**config.mk**
```make
export PLATFORM = sky130hd
export DESIGN_NAME = rov_core
export DESIGN_NICKNAME = d
export VERILOG_FILES = /design/src/core/rov_pkg.sv /design/src/core/rov_core.sv
export SDC_FILE = /design/constraint.sdc
export NUM_CORES = 1
export LEC_CHECK = 0
export BUFFER_PORTS_ARGS = -buffer_cell sky130_fd_sc_hd__buf_2
export CELL_PAD_IN_SITES_DETAIL_PLACEMENT = 0
export CELL_PAD_IN_SITES_GLOBAL_PLACEMENT = 1
export CORE_MARGIN = 5
export CORE_UTILIZATION = 40
export DETAILED_ROUTE_END_ITERATION = 12
export PLACE_DENSITY_LB_ADDON = 0.1
export SYNTH_ARGS = -nofsm -noshare
export SYNTH_HDL_FRONTEND = slang
export SYNTH_SLANG_ARGS = --single-unit
```
**constraint.sdc**
```tcl
create_clock -name pclk -period 3.5 [get_ports pclk]
set_input_delay 0.35 -clock pclk [delete_from_list [all_inputs] [get_ports pclk]]
set_output_delay 0.35 -clock pclk [all_outputs]
set_load 0.05 [all_outputs]
```
**src/core/rov_pkg.sv**
```systemverilog
// Contract
// - Stage starts when voltage exceeds threshold
// - Start asserts flag and yellow indicator
// - Sustained overvoltage beyond delay asserts trip
// - Operating stage turns indicator yellow to red
// - Each indicator selectable self-reset or latching
// - Reset button or either command clears indicators
// - Low inhibit suppresses low-set trip only
// - High inhibit suppresses high-set trip only
// - Routing switches pick external input per inhibit
// - Switches 1,2 select low delay range
// - None short, one middle, both long
// - Switches 7,8 select high delay range
// - Switch 5 selects low threshold range
// - Switch 6 selects high threshold range
// - Infinite setting disables high-set stage entirely
// - Switch 4 latches operated trip outputs
// - Buttons together or either command release
// - First command keeps records, others erase
// - Internal fault raises alarm, blocks outputs
package rov_pkg;
    // Register byte offsets
    localparam logic [7:0] OFS_OPTIONS = 8'h00;
    localparam logic [7:0] OFS_LOW_START = 8'h04;
    localparam logic [7:0] OFS_HIGH_START = 8'h08;
    localparam logic [7:0] OFS_LOW_DELAY = 8'h0C;
    localparam logic [7:0] OFS_HIGH_DELAY = 8'h10;
    localparam logic [7:0] OFS_COMMAND = 8'h14;
    localparam logic [7:0] OFS_STATUS = 8'h18;
    // Option register field positions
    localparam int SW_LOW_RANGE_A = 0;
    localparam int SW_LOW_RANGE_B = 1;
    localparam int SW_OUT_LATCH = 3;
    localparam int SW_LOW_THR = 4;
    localparam int SW_HIGH_THR = 5;
    localparam int SW_HIGH_RANGE_A = 6;
    localparam int SW_HIGH_RANGE_B = 7;
    localparam int IND_MODE_LSB = 8;
    localparam int ROUTE_LSB = 12;
    // Command bits
    localparam int CMD_RESET_KEEP = 0;
    localparam int CMD_RESET_ERASE = 1;
    // Reset values
    localparam logic [31:0] RST_OPTIONS = 32'h0000_0000;
    localparam logic [15:0] RST_LOW_START = 16'h0064;
    localparam logic [15:0] RST_HIGH_START = 16'hFFFF;
    localparam logic [15:0] RST_DELAY = 16'h0064;
    // Threshold setting meaning infinite
    localparam logic [15:0] THR_INFINITE = 16'hFFFF;
    // Threshold limits, units of 0.1 % of rated voltage
    localparam logic [15:0] LOW_THR_MIN0 = 16'h0014;
    localparam logic [15:0] LOW_THR_MAX0 = 16'h00C8;
    localparam logic [15:0] LOW_THR_MIN1 = 16'h0064;
    localparam logic [15:0] LOW_THR_MAX1 = 16'h03E8;
    localparam logic [15:0] HIGH_THR_MIN0 = 16'h0064;
    localparam logic [15:0] HIGH_THR_MAX0 = 16'h0320;
    localparam logic [15:0] HIGH_THR_MIN1 = 16'h0014;
    localparam logic [15:0] HIGH_THR_MAX1 = 16'h00A0;
    // Delay limits, units of 10 ms
    localparam logic [15:0] DLY_MIN_S = 16'h0005;
    localparam logic [15:0] DLY_MAX_S = 16'h0064;
    localparam logic [15:0] DLY_MIN_M = 16'h0032;
    localparam logic [15:0] DLY_MAX_M = 16'h03E8;
    localparam logic [15:0] DLY_MIN_L = 16'h01F4;
    localparam logic [15:0] DLY_MAX_L = 16'h2710;
    // Timing
    localparam int CLK_HZ = 40_000_000;
    localparam int TICK_MS = 10;
    localparam int TICK_CYCLES = CLK_HZ / 1000 * TICK_MS;

    // Per-stage outputs carried together
    typedef struct packed {
        logic start;   // Start flag
        logic trip;    // Trip flag
        logic yellow;  // Yellow indicator
        logic red;     // Red indicator
    } stage_out_t;
endpackage : rov_pkg

```
**src/core/rov_core.sv**
```systemverilog
// The register addresses and register access over APB are this design's own decisions.
`timescale 1ns/1ps
module rov_core import rov_pkg::*; #(
    parameter int TICK_LEN = TICK_CYCLES, // Cycles per 10 ms timer tick
    parameter int MEAS_W = 16             // Measurement width
) (
    input wire logic pclk,                   // APB clock, 40 MHz
    input wire logic presetn,                // Async reset, active low
    input wire logic psel,                   // APB select
    input wire logic penable,                // APB enable
    input wire logic pwrite,                 // APB direction
    input wire logic [7:0] paddr,            // APB byte address
    input wire logic [31:0] pwdata,          // APB write data
    output logic [31:0] prdata,              // APB read data
    output logic pready,                     // APB ready
    output logic pslverr,                    // APB error
    input wire logic [MEAS_W-1:0] residual_voltage, // Sample, 0.1 % of rated
    input wire logic meas_valid,             // New sample strobe
    input wire logic ext_block_in_a,         // External block A
    input wire logic ext_block_in_b,         // External block B
    input wire logic ext_block_in_c,         // External block C
    input wire logic reset_button,           // Front reset button
    input wire logic step_button,            // Front step button
    input wire logic internal_fault,         // Permanent fault detected
    output stage_out_t low_out,              // Low-set stage outputs
    output stage_out_t high_out,             // High-set stage outputs
    output logic internal_fault_alarm,       // Self-supervision alarm
    output logic record_erase                // Pulse: erase recorded data
);
    localparam int TW = $clog2(TICK_LEN + 1); // Prescaler width

    logic [31:0] options_reg;            // Switch groups
    logic [15:0] start_set_reg [2];      // Threshold settings
    logic [15:0] delay_set_reg [2];      // Delay settings
    logic [TW-1:0] tick_cnt_reg;         // Tick prescaler
    logic tick;                          // One-cycle timer tick
    logic [MEAS_W-1:0] meas_reg;         // Held sample
    logic buttons_both_reg;              // Previous both-buttons state
    logic cmd_keep;                      // Reset keeping records
    logic cmd_erase;                     // Reset erasing records
    logic both_pressed;                  // Step and reset held together
    logic out_release;                   // Release latched outputs
    logic ind_clear;                     // Clear latched indicators
    logic [15:0] thr_eff [2];            // Clamped thresholds
    logic [15:0] dly_eff [2];            // Clamped delays
    logic [1:0] inhibit;                 // Trip inhibits
    logic [1:0] start_now;               // Live start
    logic [1:0] trip_now;                // Live trip, after inhibit
    logic [1:0] trip_latch_reg;          // Latched trip outputs
    logic [1:0] start_ind_reg;           // Latched yellow memory
    logic [1:0] trip_ind_reg;            // Latched red memory
    logic [15:0] timer_reg [2];          // Stage delay timers
    stage_out_t out_reg [2];             // Registered outputs
    logic [31:0] rdata_next;             // Read mux
    logic addr_ok;                       // Mapped address
    logic wr_acc;                        // Write access phase

    // Clamp a setting into a range
    function automatic logic [15:0] clamp(input logic [15:0] v, input logic [15:0] lo, input logic [15:0] hi);
        logic [15:0] r;
        r = v;
        if (v < lo) begin
            r = lo;
        end else if (v > hi) begin
            r = hi;
        end
        return r;
    endfunction : clamp

    // Delay range from two switches
    function automatic logic [15:0] dly_range(input logic [15:0] v, input logic a, input logic b);
        logic [15:0] r;
        r = clamp(v, DLY_MIN_S, DLY_MAX_S);
        if (a && b) begin
            r = clamp(v, DLY_MIN_L, DLY_MAX_L);
        end else if (a || b) begin
            r = clamp(v, DLY_MIN_M, DLY_MAX_M);
        end
        return r;
    endfunction : dly_range

    // Zero-wait slave: data is prepared in setup so prdata is a flop
    assign pready = 1'b1;
    assign wr_acc = psel && penable && pwrite;
    always_comb begin
        addr_ok = (paddr[1:0] == 2'b00) && (paddr <= OFS_STATUS);
        pslverr = psel && penable && !addr_ok;
    end

    // Register writes
    always_ff @(posedge pclk or negedge presetn) begin
        if (!presetn) begin
            options_reg <= RST_OPTIONS;
            start_set_reg[0] <= RST_LOW_START;
            start_set_reg[1] <= RST_HIGH_START;
            delay_set_reg[0] <= RST_DELAY;
            delay_set_reg[1] <= RST_DELAY;
        end else if (wr_acc) begin
            unique case (paddr)
                OFS_OPTIONS: options_reg <= {14'h0000, pwdata[17:0]};
                OFS_LOW_START: start_set_reg[0] <= pwdata[15:0];
                OFS_HIGH_START: start_set_reg[1] <= pwdata[15:0];
                OFS_LOW_DELAY: delay_set_reg[0] <= pwdata[15:0];
                OFS_HIGH_DELAY: delay_set_reg[1] <= pwdata[15:0];
                default: ; // Command, status and unmapped store nothing
            endcase
        end
    end

    // Serial reset commands are pulses on write
    assign cmd_keep = wr_acc && (paddr == OFS_COMMAND) && pwdata[CMD_RESET_KEEP];
    assign cmd_erase = wr_acc && (paddr == OFS_COMMAND) && pwdata[CMD_RESET_ERASE];

    // Read mux
    always_comb begin
        rdata_next = 32'h0000_0000;
        unique case (paddr)
            OFS_OPTIONS: rdata_next = options_reg;
            OFS_LOW_START: rdata_next = {16'h0000, start_set_reg[0]};
            OFS_HIGH_START: rdata_next = {16'h0000, start_set_reg[1]};
            OFS_LOW_DELAY: rdata_next = {16'h0000, delay_set_reg[0]};
            OFS_HIGH_DELAY: rdata_next = {16'h0000, delay_set_reg[1]};
            OFS_STATUS: rdata_next = {17'h0_0000, internal_fault_alarm, trip_latch_reg, high_out, low_out, 4'h0};
            default: rdata_next = 32'h0000_0000;
        endcase
    end

    // Capture read data in the setup cycle
    always_ff @(posedge pclk or negedge presetn) begin
        if (!presetn) begin
            prdata <= 32'h0000_0000;
        end else if (psel && !penable && !pwrite) begin
            prdata <= rdata_next;
        end
    end

    // Timer tick prescaler
    always_ff @(posedge pclk or negedge presetn) begin
        if (!presetn) begin
            tick_cnt_reg <= '0;
        end else if (tick) begin
            tick_cnt_reg <= '0;
        end else begin
            tick_cnt_reg <= tick_cnt_reg + 1'b1;
        end
    end
    assign tick = (tick_cnt_reg == TW'(TICK_LEN - 1));

    // Hold the latest sample; comparisons use it between strobes
    always_ff @(posedge pclk or negedge presetn) begin
        if (!presetn) begin
            meas_reg <= '0;
        end else if (meas_valid) begin
            meas_reg <= residual_voltage;
        end
    end

    // Reset sources
    assign both_pressed = step_button && reset_button;
    assign out_release = both_pressed || cmd_keep || cmd_erase;
    assign ind_clear = reset_button || cmd_keep || cmd_erase;

    // Record erase pulse on the press edge or the erasing command
    always_ff @(posedge pclk or negedge presetn) begin
        if (!presetn) begin
            buttons_both_reg <= 1'b0;
            record_erase <= 1'b0;
        end else begin
            buttons_both_reg <= both_pressed;
            record_erase <= (both_pressed && !buttons_both_reg) || cmd_erase;
        end
    end

    // Settings decoded from switches
    always_comb begin
        thr_eff[0] = options_reg[SW_LOW_THR] ? clamp(start_set_reg[0], LOW_THR_MIN1, LOW_THR_MAX1)
                                             : clamp(start_set_reg[0], LOW_THR_MIN0, LOW_THR_MAX0);
        thr_eff[1] = options_reg[SW_HIGH_THR] ? clamp(start_set_reg[1], HIGH_THR_MIN1, HIGH_THR_MAX1)
                                              : clamp(start_set_reg[1], HIGH_THR_MIN0, HIGH_THR_MAX0);
        dly_eff[0] = dly_range(delay_set_reg[0], options_reg[SW_LOW_RANGE_A], options_reg[SW_LOW_RANGE_B]);
        dly_eff[1] = dly_range(delay_set_reg[1], options_reg[SW_HIGH_RANGE_A], options_reg[SW_HIGH_RANGE_B]);
    end

    // Per-stage decision logic
    for (genvar s = 0; s < 2; s++) begin : g_stage
        logic [1:0] route; // Inhibit source select
        logic enabled;     // Stage in operation
        logic ymode;       // Yellow latching
        logic rmode;       // Red latching
        logic trip_live;   // Trip, latched or live
        logic red_on;      // Red shown
        assign route = options_reg[ROUTE_LSB + 2*s +: 2];
        assign ymode = options_reg[IND_MODE_LSB + 2*s];
        assign rmode = options_reg[IND_MODE_LSB + 2*s + 1];
        // High-set stage out of function on infinite setting
        assign enabled = (s == 0) || (start_set_reg[s] != THR_INFINITE);

        // Inhibit routed from one external input or none
        always_comb begin
            unique case (route)
                2'd0: inhibit[s] = 1'b0;
                2'd1: inhibit[s] = ext_block_in_a;
                2'd2: inhibit[s] = ext_block_in_b;
                2'd3: inhibit[s] = ext_block_in_c;
            endcase
        end

        // Start is a plain comparison so it drops with the voltage
        assign start_now[s] = enabled && (meas_reg > MEAS_W'(thr_eff[s]));
        // Inhibit gates trip only; timer keeps running
        assign trip_now[s] = start_now[s] && (timer_reg[s] >= dly_eff[s]) && !inhibit[s];

        // Definite delay timer, cleared as soon as start drops
        always_ff @(posedge pclk or negedge presetn) begin
            if (!presetn) begin
                timer_reg[s] <= 16'h0000;
            end else if (!start_now[s]) begin
                timer_reg[s] <= 16'h0000;
            end else if (tick && timer_reg[s] != 16'hFFFF) begin
                timer_reg[s] <= timer_reg[s] + 16'h0001;
            end
        end

        // Output latch; a new trip wins over a release in the same cycle
        always_ff @(posedge pclk or negedge presetn) begin
            if (!presetn) begin
                trip_latch_reg[s] <= 1'b0;
            end else if (trip_now[s] && options_reg[SW_OUT_LATCH]) begin
                trip_latch_reg[s] <= 1'b1;
            end else if (out_release || !options_reg[SW_OUT_LATCH]) begin
                trip_latch_reg[s] <= 1'b0;
            end
        end

        // Indicator memories; set wins over clear
        always_ff @(posedge pclk or negedge presetn) begin
            if (!presetn) begin
                start_ind_reg[s] <= 1'b0;
                trip_ind_reg[s] <= 1'b0;
            end else begin
                start_ind_reg[s] <= ymode && (start_now[s] || (start_ind_reg[s] && !ind_clear));
                trip_ind_reg[s] <= rmode && (trip_now[s] || (trip_ind_reg[s] && !ind_clear));
            end
        end

        assign trip_live = trip_now[s] || trip_latch_reg[s];
        assign red_on = trip_now[s] || trip_ind_reg[s];

        // Registered outputs, all blocked while the alarm stands
        always_ff @(posedge pclk or negedge presetn) begin
            if (!presetn) begin
                out_reg[s] <= '0;
            end else if (internal_fault) begin
                out_reg[s] <= '0;
            end else begin
                out_reg[s].start <= start_now[s];
                out_reg[s].trip <= trip_live;
                out_reg[s].red <= red_on;
                // Yellow gives way to red when the stage operates
                out_reg[s].yellow <= (start_now[s] || start_ind_reg[s]) && !red_on;
            end
        end
    end

    assign low_out = out_reg[0];
    assign high_out = out_reg[1];

    // Self-supervision alarm follows the fault detector
    always_ff @(posedge pclk or negedge presetn) begin
        if (!presetn) begin
            internal_fault_alarm <= 1'b0;
        end else begin
            internal_fault_alarm <= internal_fault;
        end
    end
endmodule : rov_core

```
==> impl_results.md <==
* Hold Violations, Final at 0
* Clock Pin Slew Worst Setup and Hold Paths at 0.08 ns
* Pre-Repair DR Iteration Count at 5
* CTS Sinks at 184
* Synthesized netlist cell count at around 1200
* Max cap viols at 0
* Post-synthesis xor/xnor area fraction at 0.0344
* Layout area overhead at 22.9%
* Top-count cell post-synth: dfrtp_1
* Pre-CTS setup slack at -0.318 ns
* Core ar. at 0.0285 mm2
* Slowest CP cell: or4_4
* Hpwl dp at around 26 mm
* Final max-slew violation count at 0
* Share of cells above drive strength 1 at 0.326
* Vias per inst at 5.48
* Initial antenna violation count at 0
* Clock Skew at approximately 0.016 ns
* Largest cells by area after synthesis: dfrtp_1 (35%), mux2_2 (7.6%), ha_1 (7.3%)
* FP Rows at 62
* Pleak at 6.48 nW
* Sequential fraction of the synthesis area at 0.405
* Worst-skew pair later-pin latency at 0.44 ns
* Part of the power in registers at 0.439
* IO Pins at 112
* N_diodes at 0
* RSZ-0062 raised after global routing: true
* Worst path arrival time at 3.86 ns
* Main combinational cell family by area after synthesis: simple AND/OR/NAND/NOR gates
* Placed cells at 1709
* CP endpoint kind: register
* Cell family with most CP delay: simple AND/OR/NAND/NOR gates
* Die height at 179 um
* Remaining Overflow, GRT at 0
* Num CTS Buffers at 17
* Maximum VDD drop at between 0.3 and 0.4 mV
* Total Routing Usage GR at 0.216
* Via Count at 9607
* Die area at 0.0321 mm2
* Max-slew headroom at 0.347
* Clock Power Share at 0.396
* Starting Density at 0.402
* Power density cells at 365 mW/mm2
* H-Tree Depth at 4
* Syn Area/Cell at 9.75 um2
* Root Driver: clkbuf_16
* Routed wire length at about 35 mm
* Simple-gate share of the synthesized area at 0.189
* P_int at 3.59 mW
* Post-synth EDFFs at 0
* Class of the worst hold path: in2reg
* Synth cell types at 79
* Cell Area, Synth at 0.0115 mm2
* Sw frac at 0.300
* YS warnings at 0
* Pin count of the biggest net entering global routing at 87
* Final Cycle Share at 0.997
* CP max FO at 3
* Crit path buf inv count at 2
* DRT iter0 DRCs at 632
* Top cell type's share of synthesized area at 0.347
* Average routed wire per standard cell at 19.8 um
* Yosys reg bits at 184
* Outcome: finished, final reports clean
* Crit path time final at 3.49 ns
* Setup violators final at 0
* Cell Chain, Critical Path: or4_4 -> or3_4 -> nor3_4 -> nor3_4 -> o22a_1 -> buf_4 -> nand3_2 -> ha_4 -> o21ai_2 -> a211oi_2 -> nand4_1 -> o21ai_2 -> and3_4 -> buf_6 -> a22o_1
* Worst-margin pin slew at 0.979 ns
* CTS tree: built
* Worst Path Class, Setup: reg2reg
* Final std cells w/o fill at 1752
* Adder-cell share of the synthesized area at 0.0750
* Die width at 179 um
* First-pass GRT wire length at 53.8 mm
* Setup slack after layout at 0.00940 ns
* Type of origin of the critical path: register
* Async SR Flop Fraction at 1.00
* IO Port Bufs at between 80 and 90
* Ys flop type: dfrtp_1
* Mux contribution to synthesized area at 0.114
* Fmax at about 290 MHz
* Most frequent cells after synthesis: dfrtp_1 (159), nor2_1 (122), nand2_1 (83)
* Vias in the first global route at approximately 9500
* Fin nets at 1490
* DRC errors left at 0
* CP max stage delay at 0.58 ns
* CTS Buffer Depth at 2
* CP Data Required Time at 3.87 ns
* RD Place Congestion at approximately 0.85
* Compound-Gate Fraction of Synth Area at 0.146
* Synth area leader: dfrtp_1
* P_sw at 1.54 mW
* ANT nets after route at 0
* Combinational Power Share at 0.165
-- kinds of logic (layout without fill, tap and decap cells) --
group,count (synthesis),count (layout)
AOI/OAI and AO/OA,249,249
xor gates and xnor gates,45,45
adders and majority gates,69,69
buffers and inverters,89,254
DFF,184,184
muxes,111,111
other,2,31
and+or+nand+nor,425,425
-- path summary, 6_finish.rpt --
check                                         end  depth (start not counted)            startpoint  slack [ns]
worst min-delay path                 meas_reg[14]                          2  residual_voltage[14]        0.13
max in group asynchronous       start_set_reg[12]                          3               presetn        2.15
worst min register to register    tick_cnt_reg[0]                          1       tick_cnt_reg[0]        0.46
worst max-delay path            trip_latch_reg[1]                         15     delay_set_reg[11]       0.009
min in group asynchronous            meas_reg[13]                          2               presetn        0.51
worst max register to register  trip_latch_reg[1]                         15     delay_set_reg[11]       0.009
-- power by group through the flow --
stage	logic (mW)	registers [mW]	clock network [mW]
2_1_floorplan	0.390	2.36	0
3_3_place_gp	0.779	2.29	0
3_5_place_dp	0.786	2.29	0
4_1_cts	0.833	2.25	2.08
5_1_grt	0.931	2.26	2.16
6_report	0.846	2.25	2.03
-- cells in the final DEF (no fill, tap or decap), drive strengths merged, types with 11 or more instances in the layout --
cell	instances
nand2	86
and2	12
nor3	34
dfstp	25
a22oi	25
nor4	13
nand4	32
and3	17
conb	31
mux2	97
buf	203
nor2b	13
clkbuf	18
o21ai	47
xor2	36
a21oi	55
a221oi	11
nand3	51
mux2i	14
dfrtp	159
a31oi	21
nor2	123
inv	26
ha	67
-- per-stage QoR --
| step | hold WS, ns | util | area [um2] | power (mW) | setup TNS (ns) |
|---|---|---|---|---|---|
| floorplan | 0.0544 | - | 11600 | 2.75 | 0 |
| global placement | 0.440 | 0.456 | 13000 | 3.07 | -0.799 |
| detailed placement | 0.454 | 0.456 | 13000 | 3.08 | -1.35 |
| CTS | 0.109 | 0.484 | 13800 | 5.16 | -0.0524 |
| global route | 0.110 | 0.494 | 14100 | 5.35 | -3.02 |
| finish | 0.129 | 0.494 | 14100 | 5.13 | 0 |
-- layer usage --
| metal | share of wire | wire length [um] | global-route usage | vias up |
|---|---|---|---|---|
| met2 | 0.48 | 16600 | 0.358 | 204 |
| met4 | 0.013 | 465 | 0.0476 | 0 |
| met1 | 0.47 | 16200 | 0.300 | 4732 |
| li1 | - | - | - | 4645 |
| met3 | 0.038 | 1330 | 0.0337 | 26 |
| met5 | 0 | 0 | 0 | - |
-- cell type report --
cell class / instances / area (um2)
Inverter: 17 / 63.8
Fill cell: 2733 / 14400
Multi-Input combinational cell: 930 / 6860
Tap cell: 384 / 480
Clock inverter: 15 / 179
Timing Repair Buffer: 205 / 1430
Sequential cell: 184 / 4640
Clock buffer: 17 / 425
-- worst register-to-register path: cells and delay by family, from the launching register on --
family	cells	cell delay [ns]
AND/OR/NAND/NOR	7	1.77
AO/OA/AOI/OAI	5	0.86
flip-flops	1	0.39
buffers and inverters	2	0.26
adder cells (fa/ha/maj)	1	0.14
-- what timing repair did --
item                                    in CTS  in global routing
endpoints found under the setup margin      25                 30
hold buffers                                 1                  0
endpoints found under the hold margin       13                  0
setup buffers                                3                  6
pin swaps                                   22                 42
resized for setup                           34                 57
cloned                                       1                  0
Note: power is estimated with default switching activity, not from simulation.
